$ cat src/hdl/conv_ctrl_pkg.sv
// Shared constants and types of the converter control block.
package conv_ctrl_pkg;

    // Field widths.
    localparam int DIV_W  = 6;
    localparam int RES_W  = 12;
    localparam int WORD_W = 16;
    localparam int REF_W  = 2;
    localparam int CNT_W  = DIV_W + 1;

    // Result format field positions inside result_format_mode.
    localparam int FM_RIGHT_BIT   = 0;
    localparam int FM_SIGNMAG_BIT = 1;

    // Left justification shifts applied when the result pair is read.
    localparam int LEFT_SHIFT_SE   = 4;
    localparam int LEFT_SHIFT_DIFF = 3;

    // Sign/magnitude layout: sign in bit 7 of the high byte, 11-bit magnitude.
    localparam int SIGN_POS = 15;
    localparam int MAG_W    = 11;

    // Sequencer constants.
    localparam logic [3:0]       BIT_FIRST = 4'hb;
    localparam logic [3:0]       BIT_LAST  = 4'h0;
    localparam logic [RES_W-1:0] TRIAL_MID = 12'h800;
    localparam logic [RES_W-1:0] MAG_MAX   = 12'h7ff;

    typedef enum logic [1:0] {
        PH_IDLE,
        PH_PENDING,
        PH_CONVERT
    } conv_phase_t;

endpackage

$ cat src/hdl/conv_ctrl.sv
// Converter control: clock selection, completion flag, wake and result formatting.
`timescale 1ns/100ps
`default_nettype none

// Notes on behaviour
// - Select bit 1 takes the RC clock; 0 takes the divided system clock.
// - Divided clock period is the system clock period times two times (divider plus one).
// - The sequencer resolves one result bit per conversion clock period.
// - Control runs on the selected clock; RC selection delays control writes.
// - In sleep only the RC clock lets a conversion proceed.
// - Every finished conversion sets the done flag, whatever the enable.
// - An interrupt request goes out only with enable and flag both set.
// - Sleep with conversion and peripheral enables wakes the processor without service.
// - With the global enable also set, the woken processor then takes the service.
// - Single-ended with low format bit 0: unsigned result left justified.
// - Single-ended with low format bit 1: unsigned result right justified.
// - Differential format 00: two's complement, left justified.
// - Differential format 01: two's complement right justified, sign extended.
// - Differential format 10: sign/magnitude, left justified.
// - Differential format 11: sign/magnitude, right justified.
// - Result writes store right justified; left formats read them shifted by four single-ended, by three differential, sign/magnitude keeping bit 15 in place.
// - Sign bit 0 means positive, 1 negative; right justified it is bit 15.
// - In two's complement the result's top bit gives the polarity.
// - The reference select field picks the positive reference source.
// - The divided clock follows the system clock; only RC is independent.
// - Input configuration 1 is differential, 0 single-ended ignoring the negative input.
module conv_ctrl (
    // Clock and reset
    input  wire logic                                  core_clk,
    input  wire logic                                  rst_b,
    // Configuration
    input  wire logic                                  clock_source_rc,
    input  wire logic [conv_ctrl_pkg::DIV_W-1:0]       clock_divider,
    input  wire logic                                  input_configuration,
    input  wire logic [1:0]                            result_format_mode,
    input  wire logic [conv_ctrl_pkg::REF_W-1:0]       positive_ref_select,
    // Pins
    input  wire logic                                  internal_rc_clock,
    input  wire logic                                  comparator_in,
    // Conversion control
    input  wire logic                                  conv_start,
    input  wire logic                                  sleep_mode,
    // Interrupt control
    input  wire logic                                  conversion_irq_enable,
    input  wire logic                                  peripheral_irq_enable,
    input  wire logic                                  global_irq_enable,
    input  wire logic                                  flag_clear,
    // Result write
    input  wire logic                                  result_wr,
    input  wire logic [conv_ctrl_pkg::WORD_W-1:0]      result_wdata,
    // Status and interrupt outputs
    output logic                                       conversion_done_flag,
    output logic                                       irq_request,
    output logic                                       wake_request,
    output logic                                       isr_request,
    output logic                                       conv_busy,
    // Analog side
    output logic [conv_ctrl_pkg::RES_W-1:0]            dac_trial,
    output logic [conv_ctrl_pkg::REF_W-1:0]            reference_control,
    // Result pair
    output logic [7:0]                                 result_high_byte,
    output logic [7:0]                                 result_low_byte
);
    import conv_ctrl_pkg::*;

    typedef struct packed {
        logic              ctl_rc;
        logic [DIV_W-1:0]  ctl_div;
        logic              ctl_ic;
        logic [1:0]        ctl_fm;
        logic [REF_W-1:0]  ctl_ref;
        logic              comp_meta;
        logic              comp_sync;
        conv_phase_t       phase;
        logic [3:0]        bit_idx;
        logic [RES_W-1:0]  sar;
        logic [RES_W-1:0]  trial;
        logic [WORD_W-1:0] store;
        logic              flag;
        logic              irq;
        logic              wake;
        logic              isr;
        logic              busy;
        logic [WORD_W-1:0] shown;
    } ctrl_state_t;

    ctrl_state_t       s;
    ctrl_state_t       next_s;
    logic              tick;
    logic              conv_blocked;
    logic              conv_done;
    logic [RES_W-1:0]  sar_upd;
    logic [RES_W-1:0]  diff_code;
    logic [RES_W-1:0]  magnitude;
    logic [WORD_W-1:0] done_word;
    logic              irq_cause;
    logic              wake_cause;
    logic              isr_cause;

    // Read view of the stored right-justified word.
    function automatic logic [WORD_W-1:0] present(input logic ic, input logic [1:0] fm,
                                                  input logic [WORD_W-1:0] st);
        logic [WORD_W-1:0] v;
        v = st;
        if (!fm[FM_RIGHT_BIT]) begin
            if (!ic) begin
                v = st << LEFT_SHIFT_SE;
            end else if (!fm[FM_SIGNMAG_BIT]) begin
                v = st << LEFT_SHIFT_DIFF;
            end else begin
                // The sign stays in the top bit; only the magnitude moves.
                v = {st[SIGN_POS], st[RES_W-1:0], 3'h0};
            end
        end
        return v;
    endfunction

    conv_clock_gen clock_gen (
        .core_clk          (core_clk),
        .rst_b             (rst_b),
        .sel_rc            (s.ctl_rc),
        .clock_divider     (s.ctl_div),
        .internal_rc_clock (internal_rc_clock),
        .tick              (tick)
    );

    // A system-clock conversion must wait out sleep; the RC clock keeps going.
    assign conv_blocked = sleep_mode & ~s.ctl_rc;
    assign conv_done = (s.phase == PH_CONVERT) && tick && !conv_blocked
                       && (s.bit_idx == BIT_LAST);

    always_comb begin
        sar_upd             = s.sar;
        sar_upd[s.bit_idx]  = s.comp_sync;
        // Offset binary from the array becomes two's complement.
        diff_code = {~sar_upd[RES_W-1], sar_upd[RES_W-2:0]};
        magnitude = diff_code[RES_W-1] ? (~diff_code + 12'h001) : diff_code;
        if (magnitude[RES_W-1]) begin
            magnitude = MAG_MAX;
        end
        if (!s.ctl_ic) begin
            done_word = {4'h0, sar_upd};
        end else if (!s.ctl_fm[FM_SIGNMAG_BIT]) begin
            done_word = {{4{diff_code[RES_W-1]}}, diff_code};
        end else begin
            done_word = {diff_code[RES_W-1], 4'h0, magnitude[MAG_W-1:0]};
        end
    end

    assign irq_cause  = s.flag & conversion_irq_enable;
    assign wake_cause = irq_cause & peripheral_irq_enable & sleep_mode;
    assign isr_cause  = irq_cause & peripheral_irq_enable & global_irq_enable;

    always_comb begin
        next_s           = s;
        next_s.comp_meta = comparator_in;
        next_s.comp_sync = s.comp_meta;
        // Control bits take effect only on an edge of the selected converter clock.
        if (tick) begin
            next_s.ctl_rc  = clock_source_rc;
            next_s.ctl_div = clock_divider;
            next_s.ctl_ic  = input_configuration;
            next_s.ctl_fm  = result_format_mode;
            next_s.ctl_ref = positive_ref_select;
        end
        if (result_wr) begin
            next_s.store = result_wdata;
        end
        unique case (s.phase)
            PH_IDLE: begin
                if (conv_start) begin
                    next_s.phase = PH_PENDING;
                end
            end
            PH_PENDING: begin
                if (tick && !conv_blocked) begin
                    next_s.phase   = PH_CONVERT;
                    next_s.bit_idx = BIT_FIRST;
                    next_s.sar     = '0;
                    next_s.trial   = TRIAL_MID;
                end
            end
            PH_CONVERT: begin
                if (tick && !conv_blocked) begin
                    next_s.sar = sar_upd;
                    if (s.bit_idx == BIT_LAST) begin
                        next_s.phase = PH_IDLE;
                        next_s.trial = '0;
                        next_s.store = done_word;
                    end else begin
                        next_s.bit_idx = s.bit_idx - 4'h1;
                        next_s.trial   = sar_upd | (TRIAL_MID >> (BIT_FIRST - s.bit_idx + 4'h1));
                    end
                end
            end
        endcase
        // A completion in the same cycle as a clear keeps the flag set.
        next_s.flag  = (s.flag & ~flag_clear) | conv_done;
        next_s.irq   = irq_cause;
        next_s.wake  = wake_cause;
        next_s.isr   = isr_cause;
        next_s.busy  = (s.phase != PH_IDLE);
        next_s.shown = present(s.ctl_ic, s.ctl_fm, s.store);
    end

    always_ff @(posedge core_clk or negedge rst_b) begin
        if (!rst_b) begin
            s <= '0;
        end else begin
            s <= next_s;
        end
    end

    assign conversion_done_flag = s.flag;
    assign irq_request          = s.irq;
    assign wake_request         = s.wake;
    assign isr_request          = s.isr;
    assign conv_busy            = s.busy;
    assign dac_trial            = s.trial;
    assign reference_control    = s.ctl_ref;
    assign result_high_byte     = s.shown[WORD_W-1:8];
    assign result_low_byte      = s.shown[7:0];

    flag_set_a: assert property (
        @(posedge core_clk) disable iff (!rst_b)
        conv_done |=> conversion_done_flag)
        else $error("done flag not set after a finished conversion");

    flag_hold_a: assert property (
        @(posedge core_clk) disable iff (!rst_b)
        (conversion_done_flag && !flag_clear) |=> conversion_done_flag)
        else $error("done flag dropped without a software clear");

    irq_gate_a: assert property (
        @(posedge core_clk) disable iff (!rst_b)
        ##1 (irq_request == $past(irq_cause)))
        else $error("interrupt request not tied to enable and flag");

    wake_gate_a: assert property (
        @(posedge core_clk) disable iff (!rst_b)
        (sleep_mode && conversion_irq_enable && peripheral_irq_enable
         && conversion_done_flag) |=> wake_request)
        else $error("completed conversion failed to wake from sleep");

    isr_gate_a: assert property (
        @(posedge core_clk) disable iff (!rst_b)
        isr_request |-> $past(global_irq_enable) && $past(conversion_done_flag))
        else $error("service request without global enable and flag");

    sleep_hold_a: assert property (
        @(posedge core_clk) disable iff (!rst_b)
        (sleep_mode && !s.ctl_rc && s.phase != PH_IDLE) |=> $stable(s.bit_idx))
        else $error("system clock conversion advanced during sleep");

    bit_step_a: assert property (
        @(posedge core_clk) disable iff (!rst_b)
        (s.phase == PH_CONVERT && !tick) |=> $stable(s.sar) && $stable(s.bit_idx))
        else $error("result bit resolved without a conversion clock");

    tc_extend_a: assert property (
        @(posedge core_clk) disable iff (!rst_b)
        (conv_done && !result_wr && s.ctl_ic && s.ctl_fm == 2'h1)
        |=> (s.store[15:12] == {4{s.store[11]}}))
        else $error("right justified two's complement not sign extended");

    right_se_a: assert property (
        @(posedge core_clk) disable iff (!rst_b)
        (!s.ctl_ic && s.ctl_fm[FM_RIGHT_BIT] && !tick)
        |=> ({result_high_byte, result_low_byte} == $past(s.store)))
        else $error("right justified read does not match stored word");

    left_diff_a: assert property (
        @(posedge core_clk) disable iff (!rst_b)
        (s.ctl_ic && s.ctl_fm == 2'h0 && !tick)
        |=> ({result_high_byte, result_low_byte} == ($past(s.store) << 3)))
        else $error("left justified read is not the stored word shifted by three");

endmodule

`default_nettype wire

$ cat src/hdl/conv_clock_gen.sv
// Conversion clock generator: synchronised RC clock or divided system clock.
`timescale 1ns/100ps
`default_nettype none

module conv_clock_gen (
    // Clock and reset
    input  wire logic                         core_clk,
    input  wire logic                         rst_b,
    // Selection
    input  wire logic                         sel_rc,
    input  wire logic [conv_ctrl_pkg::DIV_W-1:0] clock_divider,
    input  wire logic                         internal_rc_clock,
    // Conversion clock enable
    output logic                              tick
);
    import conv_ctrl_pkg::*;

    typedef struct packed {
        logic             rc_meta;
        logic             rc_sync;
        logic             rc_prev;
        logic [CNT_W-1:0] cnt;
        logic             tick;
    } clkgen_state_t;

    clkgen_state_t    s;
    clkgen_state_t    next_s;
    logic [CNT_W-1:0] limit;

    // One conversion clock period spans 2*(divider+1) system clocks.
    assign limit = {clock_divider, 1'b1};

    always_comb begin
        next_s         = s;
        next_s.rc_meta = internal_rc_clock;
        next_s.rc_sync = s.rc_meta;
        next_s.rc_prev = s.rc_sync;
        next_s.tick    = 1'b0;
        if (sel_rc) begin
            next_s.cnt  = '0;
            next_s.tick = s.rc_sync & ~s.rc_prev;
        end else if (s.cnt >= limit) begin
            next_s.cnt  = '0;
            next_s.tick = 1'b1;
        end else begin
            next_s.cnt = s.cnt + 7'h01;
        end
    end

    always_ff @(posedge core_clk or negedge rst_b) begin
        if (!rst_b) begin
            s <= '0;
        end else begin
            s <= next_s;
        end
    end

    assign tick = s.tick;

    div_wrap_a: assert property (
        @(posedge core_clk) disable iff (!rst_b)
        (!sel_rc && s.cnt >= limit) |=> (tick && s.cnt == '0))
        else $error("divided conversion clock did not wrap at its limit");

    div_gap_a: assert property (
        @(posedge core_clk) disable iff (!rst_b)
        (!sel_rc && clock_divider == 6'h01 && tick && s.cnt == '0)
        ##1 (!sel_rc && clock_divider == 6'h01)
        |-> !tick [*3])
        else $error("divide by four produced ticks too close together");

endmodule

`default_nettype wire

$ cat config.mk
export PLATFORM = sky130hd
export DESIGN_NAME = conv_ctrl
export DESIGN_NICKNAME = d
export VERILOG_FILES = /design/src/hdl/conv_ctrl_pkg.sv /design/src/hdl/conv_ctrl.sv /design/src/hdl/conv_clock_gen.sv
export SDC_FILE = /design/constraint.sdc
export NUM_CORES = 1
export LEC_CHECK = 0
export ABC_AREA = 1
export BUFFER_PORTS_ARGS = -buffer_cell sky130_fd_sc_hd__buf_2
export CAP_MARGIN = 20
export CORE_MARGIN = 3
export CORE_UTILIZATION = 58
export DETAILED_ROUTE_END_ITERATION = 7
export HOLD_SLACK_MARGIN = 0.15
export PLACE_DENSITY = 0.88
export SYNTH_ARGS = -nofsm -noshare
export SYNTH_HDL_FRONTEND = slang
export SYNTH_HIERARCHICAL = 1
export SYNTH_SLANG_ARGS = --single-unit
export TNS_END_PERCENT = 1
$ cat constraint.sdc
create_clock -name core_clk -period 2.45 [get_ports core_clk]
set_input_delay 0.1225 -clock core_clk [delete_from_list [all_inputs] [get_ports core_clk]]
set_output_delay 0.1225 -clock core_clk [all_outputs]
set_load 0.05 [all_outputs]
==> flow_summary.yaml, run 1 <==
worst_setup_path:
  cp.depth: 9
  path_max_fanout: 15
  rr_worst_depth: 9
  crit_required_ns: 2.74
  worst-path-buf-inv: 0
  critPathMaxStageDelay_ns: 0.48
  critPathArrivalTime_ns: 2.46
  crit_chain: "ha_1, nand3_1, nand2_1, nand3_2, nor2_4, nand3_1, nor2_4, nor2_2, a21oi_1"
  crit_family: "simple AND/OR/NAND/NOR gates"
  criticalPathCategory: "flop to flop"
  crit_path_end_kind: "flop"
  startpoint_type: "flop"
  crit_slowest_cell: "dfrtp_1"
flow_run:
  cap_violations: 0
logic_synthesis:
  netlist_area_mm2: 0.00519
  syn_nets: 703
  yosysMostFrequentCell: "nand2_1"
  ys_seq_elements: 92
  synthTopCellsByArea: "dfrtp_1 (44%), nand2_1 (11%), o21ai_0 (6.3%)"
  synth_flop_cell: "dfrtp_1"
  synth_edf_count: 0
  ys_types: 36
  netlist.area_leader.share: 0.443
  yosys-top-cells-count: "nand2_1 (149), dfrtp_1 (92), inv_1 (77), o21ai_0 (65), nor2_1 (37)"
  netlist.top_cell.by_area: "dfrtp_1"
  synthArstFlopShare: 1.00
  yosys_warnings: 6
  synthCells: 645
  postSynthAreaPerCell_um2: 8.05
  ys_seq_area_frac: 0.443
cts:
  numCtsBuffers: 9
  cts.sinks: 92
  cts_max_level: 3
  clk-insertion-delay-late_ns: 0.38
  clk_pin_slew_ns: 0.09
  tritoncts: "yes"
  cts_max_path_buffers: 2
  clock_tree.root_cell: "clkbuf_8"
die:
  die_w_um: 101
  rows: 33
  die_y_um: 101
  pin_count: 74
  core_area_mm2: 0.00846
  initial_core_util: 0.614
  dieArea_mm2: 0.0101
power:
  ir_worst_vdd_uv: 738
  pwr-share-comb: 0.526
  clkPwrFrac: 0.148
  p_int_uw: 3590
  switchingPower_uw: 3550
  total_power_uw: 7150
  power.density_mw_per_mm2: 1190
  power_leakage_uw: 0.00309
  netSwitchingFraction: 0.497
  p_seq_frac: 0.327
sta:
  slew_viol_final: 0
  tightest_slew_ns: 0.643
  setup_violations: 0
  relSlewSlack: 0.572
  fin_tns_setup_ns: 0
  rsz0062_at_grt: "no"
  finalCritPeriodShare: 0.889
  final_hold_viol_count: 0
  period_minus_slack_ns: 2.18
  skew_ns: 0.0217
  fmaxAchievable_ghz: 0.459
finish:
  fillers: 622
  syn2layout_area_growth_pct: 16.0
  nets: 784
  drive_above_1_share: 0.198
placement:
  gp_congestion: 1.00
  dpl.hpwl_mm: 9.25
  port_buffers: 73
global_routing:
  overflow: 0
  grt_max_degree: 51
  grtUsageTotal: 0.278
  antenna_found_initial: 0
  grt_pass1_vias: 4500
  grt_first_pass_wirelength_mm: 22.1
route:
  viasPerCell: 5.58
  ant_nets: 0
  routedWlPerCell_um: 16.2
  firstDrtPassIters: 5
  vias: 4672
  drtIter0Drc: 311
  drc_errors: 0
  routed_wl_mm: 13.6
min_path:
  min-delay-path-class: "input port to flop"
  hold-path-cell-count: 5
outcome:
  status: "completed"
flip-flops by register name, indices dropped and copies added (netlist names):
| signal | cells |
|---|---|
| conversion_done_flag | 1 |
| s | 45 |
| clock_gen/tick | 1 |
| dac_trial | 12 |
| result_low_byte | 8 |
| reference_control | 2 |
| wake_request | 1 |
| irq_request | 1 |
| isr_request | 1 |
| clock_gen/s | 8 |
| result_high_byte | 8 |
| conv_busy | 1 |
| next_s | 1 |
| clock_gen/next_s | 2 |
what timing repair did:
| action | in CTS | in global routing |
|---|---|---|
| endpoints found under the setup margin | 0 | 3 |
| resized for setup | 0 | 2 |
| hold buffers | 36 | 0 |
| buffers inserted | 0 | 3 |
| hold endpoints to repair | 82 | 0 |
power by group through the flow:
stage          sequential (µW)  clock (µW)  combinational [µW]
4_1_cts                   2330        1060                3680
2_1_floorplan             2260           0                3110
3_3_place_gp              2330           0                3560
5_1_grt                   2390        1120                4130
3_5_place_dp              2350           0                3620
6_report                  2330        1060                3760
area by class of cell:
class	instances	area [µm²]	share of cell area
Sequential cell	92	2300	0.382
Timing Repair Buffer	122	838	0.139
Tap cell	105	131	0.0218
Inverter	83	317	0.0525
Clock buffer	10	128	0.0212
Antenna cell	2	5.00	0.000831
Multi-Input combinational cell	418	2230	0.371
Clock inverter	6	70.1	0.0116
final timing paths:
check | start | slack [ns] | endpoint
setup / recovery | s[61] | 0.27 | s[31]
hold / removal | result_wdata[4] | 0.15 | s[25]
setup reg to reg | s[61] | 0.27 | s[31]
hold reg to reg | next_s[67] | 0.35 | s[67]
max in group asynchronous | rst_b | 1.49 | s[36]
min in group asynchronous | rst_b | 0.30 | dac_trial[6]
tightest hold or removal path, stage by stage:
cell	delay (ns)
buf_2	0.07
nand2_1	0.06
o211ai_1	0.09
o21ai_0	0.09
inv_1	0.05
placed cells by master, fill, tap and decap left out, types with 2 or more instances in the layout:
| master | count |
|---|---|
| o21ai_2 | 2 |
| clkinvlp_4 | 3 |
| buf_2 | 72 |
| inv_6 | 3 |
| nor3_1 | 3 |
| o21ai_1 | 5 |
| inv_2 | 5 |
| nor2_4 | 6 |
| nand3_2 | 3 |
| nor2_2 | 6 |
| clkbuf_8 | 9 |
| nand3_1 | 35 |
| mux2i_1 | 2 |
| o22ai_1 | 9 |
| dlygate4sd3_1 | 36 |
| diode_2 | 2 |
| a211oi_1 | 4 |
| nand2_1 | 149 |
| xnor2_1 | 2 |
| buf_4 | 13 |
| xor2_1 | 4 |
| or2_2 | 2 |
| a21oi_1 | 30 |
| dfrtp_1 | 91 |
| a22oi_1 | 3 |
| nand2_2 | 8 |
| ha_1 | 18 |
| o21ai_0 | 65 |
| nor2_1 | 37 |
| inv_1 | 77 |
| mux2_2 | 9 |
| o211ai_1 | 4 |
| nand4_1 | 6 |
layer usage:
metal	track usage	wire length, µm
met5	0	0
met3	0.0512	966
met1	0.361	5580
met4	0.114	341
met2	0.459	6670
metrics by stage:
stage               std cells  cell area (µm²)  utilization  setup slack (ns)  hold slack (ns)
global placement          781             5440        0.642             0.290            0.186
global route              836             6020        0.711            0.0336            0.176
floorplan                 645             5190            -             0.460           -0.173
detailed placement        781             5440        0.642             0.234            0.194
CTS                       833             5990        0.708             0.208            0.153
finish                    838             6030        0.712             0.272            0.147
cells by family (layout without fill, tap and decap cells):
group | after synthesis | after routing | synth area share
other | 0 | 2 | 0
AOI/OAI and AO/OA | 126 | 126 | 0.132
buffers and inverters | 135 | 221 | 0.127
and+or+nand+nor | 256 | 256 | 0.218
xor gates and xnor gates | 6 | 6 | 0.0101
muxes | 11 | 11 | 0.0234
adders and majority gates | 19 | 19 | 0.0458
DFF | 92 | 92 | 0.443
Note: power is estimated with default switching activity, not from simulation.
==> run 2, diff against run 1 <==
Settings changed: ABC_AREA 1 to unset, CORE_UTILIZATION 58 to 30, PLACE_DENSITY 0.88 to 0.54.
==> run 2 against run 1 <==
Against the previous run:
- synthesized cell count down 27%
- first-iteration DRC count shrank 28%
- die area grew 81%
- cell area rose by 4.0%
- maximum frequency down 6.1%
- routed wire length fell by 14%
- clock skew fell by 0.015 ns
- clock power is 35% higher
- sequential power barely moved
- register-to-register slack lost 0.14 ns
- critical path depth up 1
- worst setup slack got worse by 0.14 ns
- critical path type unchanged
==> flow_summary.yaml, run 2 <==
route:
  vias: 3630
  drc_errors: 0
  met3_length_um: 499
  top_layer_used: "met4"
  drtIter0Drc: 224
  ant_nets: 0
  firstDrtPassIters: 4
  wl_met1_mm: 5.46
  viasPerCell: 4.59
  routed_wl_mm: 11.6
  wl_met2_mm: 5.43
  routedWlPerCell_um: 14.7
global_routing:
  grt_max_degree: 48
  grt_first_pass_wirelength_mm: 19.0
  grt_pass1_vias: 3717
  grtUsageTotal: 0.132
  overflow: 0
  antenna_found_initial: 0
worst_setup_path:
  path_max_fanout: 8
  rrSetupSlack_ns: 0.13
  r2r-start: "s[61]"
  crit_required_ns: 2.72
  timing.rr.end: "s[29]"
  critPathArrivalTime_ns: 2.58
  startpoint_type: "flop"
  criticalPathCategory: "flop to flop"
  rr_worst_depth: 10
  crit_path_end_kind: "flop"
sta:
  hold_ws_ns: 0.161
  slew_viol_final: 0
  fmaxAchievable_ghz: 0.431
  skew_ns: 0.00656
  setup_ws_ns: 0.130
  final_hold_viol_count: 0
  relSlewSlack: 0.516
  tightest_slew_ns: 0.726
  setup_violations: 0
  fin_tns_setup_ns: 0
  finalCritPeriodShare: 0.947
  period_minus_slack_ns: 2.32
power:
  total_power_uw: 7110
  power_leakage_uw: 0.00296
  power.density_mw_per_mm2: 1130
  ir_worst_vdd_uv: 674
finish:
  drive_above_1_share: 0.296
  nets: 628
  mostFrequentLayoutCells: "dfrtp_1 (88), buf_2 (72), nand2_1 (50), o21ai_0 (48), dlygate4sd3_1 (34)"
  final_core_util: 0.388
  top_register: "s"
  largest_reg_flops: 45
  diodes: 0
  final_common_cell: "dfrtp_1"
  syn2layout_area_growth_pct: 24.6
logic_synthesis:
  yosys-top-cells-count: "dfrtp_1 (92), nand2_1 (50), o21ai_0 (49), buf_4 (31), mux2i_1 (30)"
  netlist.top_cell.by_area: "dfrtp_1"
  netlist_area_mm2: 0.00503
  ys_seq_area_frac: 0.458
  ys_types: 60
  netlist.area_leader.share: 0.458
  synthArstFlopShare: 1.00
  ys_seq_elements: 92
  yosys_warnings: 6
  syn_nets: 527
  synth_flop_cell: "dfrtp_1"
  postSynthAreaPerCell_um2: 10.7
  synthCells: 469
  synth_edf_count: 0
  synthTopCellsByArea: "dfrtp_1 (46%), mux2i_1 (6.0%), o21ai_0 (4.9%)"
  yosysMostFrequentCell: "dfrtp_1"
cts:
  clk-insertion-delay-late_ns: 0.35
  cts_max_level: 3
  tritoncts: "yes"
  numCtsBuffers: 9
  clock_tree.root_cell: "clkbuf_16"
  cts_max_path_buffers: 2
  cts.sinks: 92
  clk_pin_slew_ns: 0.07
die:
  core_area_mm2: 0.0162
  initial_core_util: 0.311
  die_y_um: 136
  pin_count: 74
  dieArea_mm2: 0.0184
  rows: 46
  die_w_um: 136
outcome:
  status: "completed"
min_path:
  hold-path-cell-count: 3
  min-delay-path-class: "input port to flop"
  hold_path_end: "s[65]"
  min_from: "conv_start"
flow_run:
  cap_violations: 0
placement:
  port_buffers: 73
  gp_congestion: 0.854
  dpl.hpwl_mm: 8.69
  dp_slack_ns: 0.0111
==> run 2: changes by cell type in the layout (fill, tap and decap cells not counted), moves of 12 or more <==
cell     previous run  this run
nand2_1           149        50
o21ai_0            65        48
buf_4              13        32
nand3_1            35         6
a21oi_1            30        18
nor2_1             37        16
inv_1              77        16
mux2i_1             2        29
==> run 2: cell type report <==
cell class	count	area, µm²
timing repair buffer	139	961
inverter	16	60.1
clock buffer	12	256
fill	1597	9900
sequential	92	2310
tap	216	270
clock inverter	4	55.1
multi-input combinational	312	2360
==> run 2: per-layer routing <==
| layer | track usage | up-vias |
|---|---|---|
| li1 | - | 1805 |
| met4 | 0.0414 | 0 |
| met3 | 0.0386 | 15 |
| met2 | 0.215 | 73 |
| met1 | 0.171 | 1737 |
| met5 | 0 | - |
==> run 2: worst max path at each step <==
stage                     slack, ns  start  cells after the start    end
after floorplan                0.05  s[61]                      9  s[31]
after CTS                     0.005  s[62]                      8  s[27]
after detailed placement       0.01  s[62]                      9  s[27]
final                          0.13  s[61]                     10  s[29]
after global placement          0.1  s[62]                      9  s[26]
after global routing         -0.002  s[61]                     10  s[29]
==> run 2: metrics by stage <==
step / cell area [µm²] / instances
2_1_floorplan: 5030 / 469
3_3_place_gp: 5530 / 734
3_5_place_dp: 5530 / 734
4_1_cts: 6190 / 784
5_1_grt: 6270 / 791
6_report: 6270 / 791
==> run 2: kinds of logic (layout without fill, tap and decap cells) <==
family                     after synthesis  count (layout)  share of synthesized area
muxes                                   52              52                      0.120
xor gates and xnor gates                12              12                     0.0209
AOI/OAI and AO/OA                      108             108                      0.134
and+or+nand+nor                        121             121                      0.141
buffers and inverters                   65             171                     0.0801
adders and majority gates               19              19                     0.0473
DFF                                     92              92                      0.458
==> run 2: worst max-delay path: stages, from the launching register on <==
cell	delay [ns]
dfrtp_2	0.44
inv_1	0.10
ha_1	0.18
nor3b_4	0.25
mux2i_1	0.21
buf_4	0.17
nand3_4	0.13
nor4_4	0.35
buf_4	0.19
nor3_1	0.05
a22oi_1	0.16
==> run 2: where the power goes <==
part	internal [µW]	switching (µW)
clock	854	580
combinational	1230	2090
sequential	1980	379
total	4060	3050
==> run 2: what timing repair did <==
action,CTS,global route
cloned,0,0
hold buffers,34,0
setup buffers,0,7
pin swaps,0,2
setup endpoints to repair,1,15
gates resized for setup,1,10
endpoints found under the hold margin,76,0
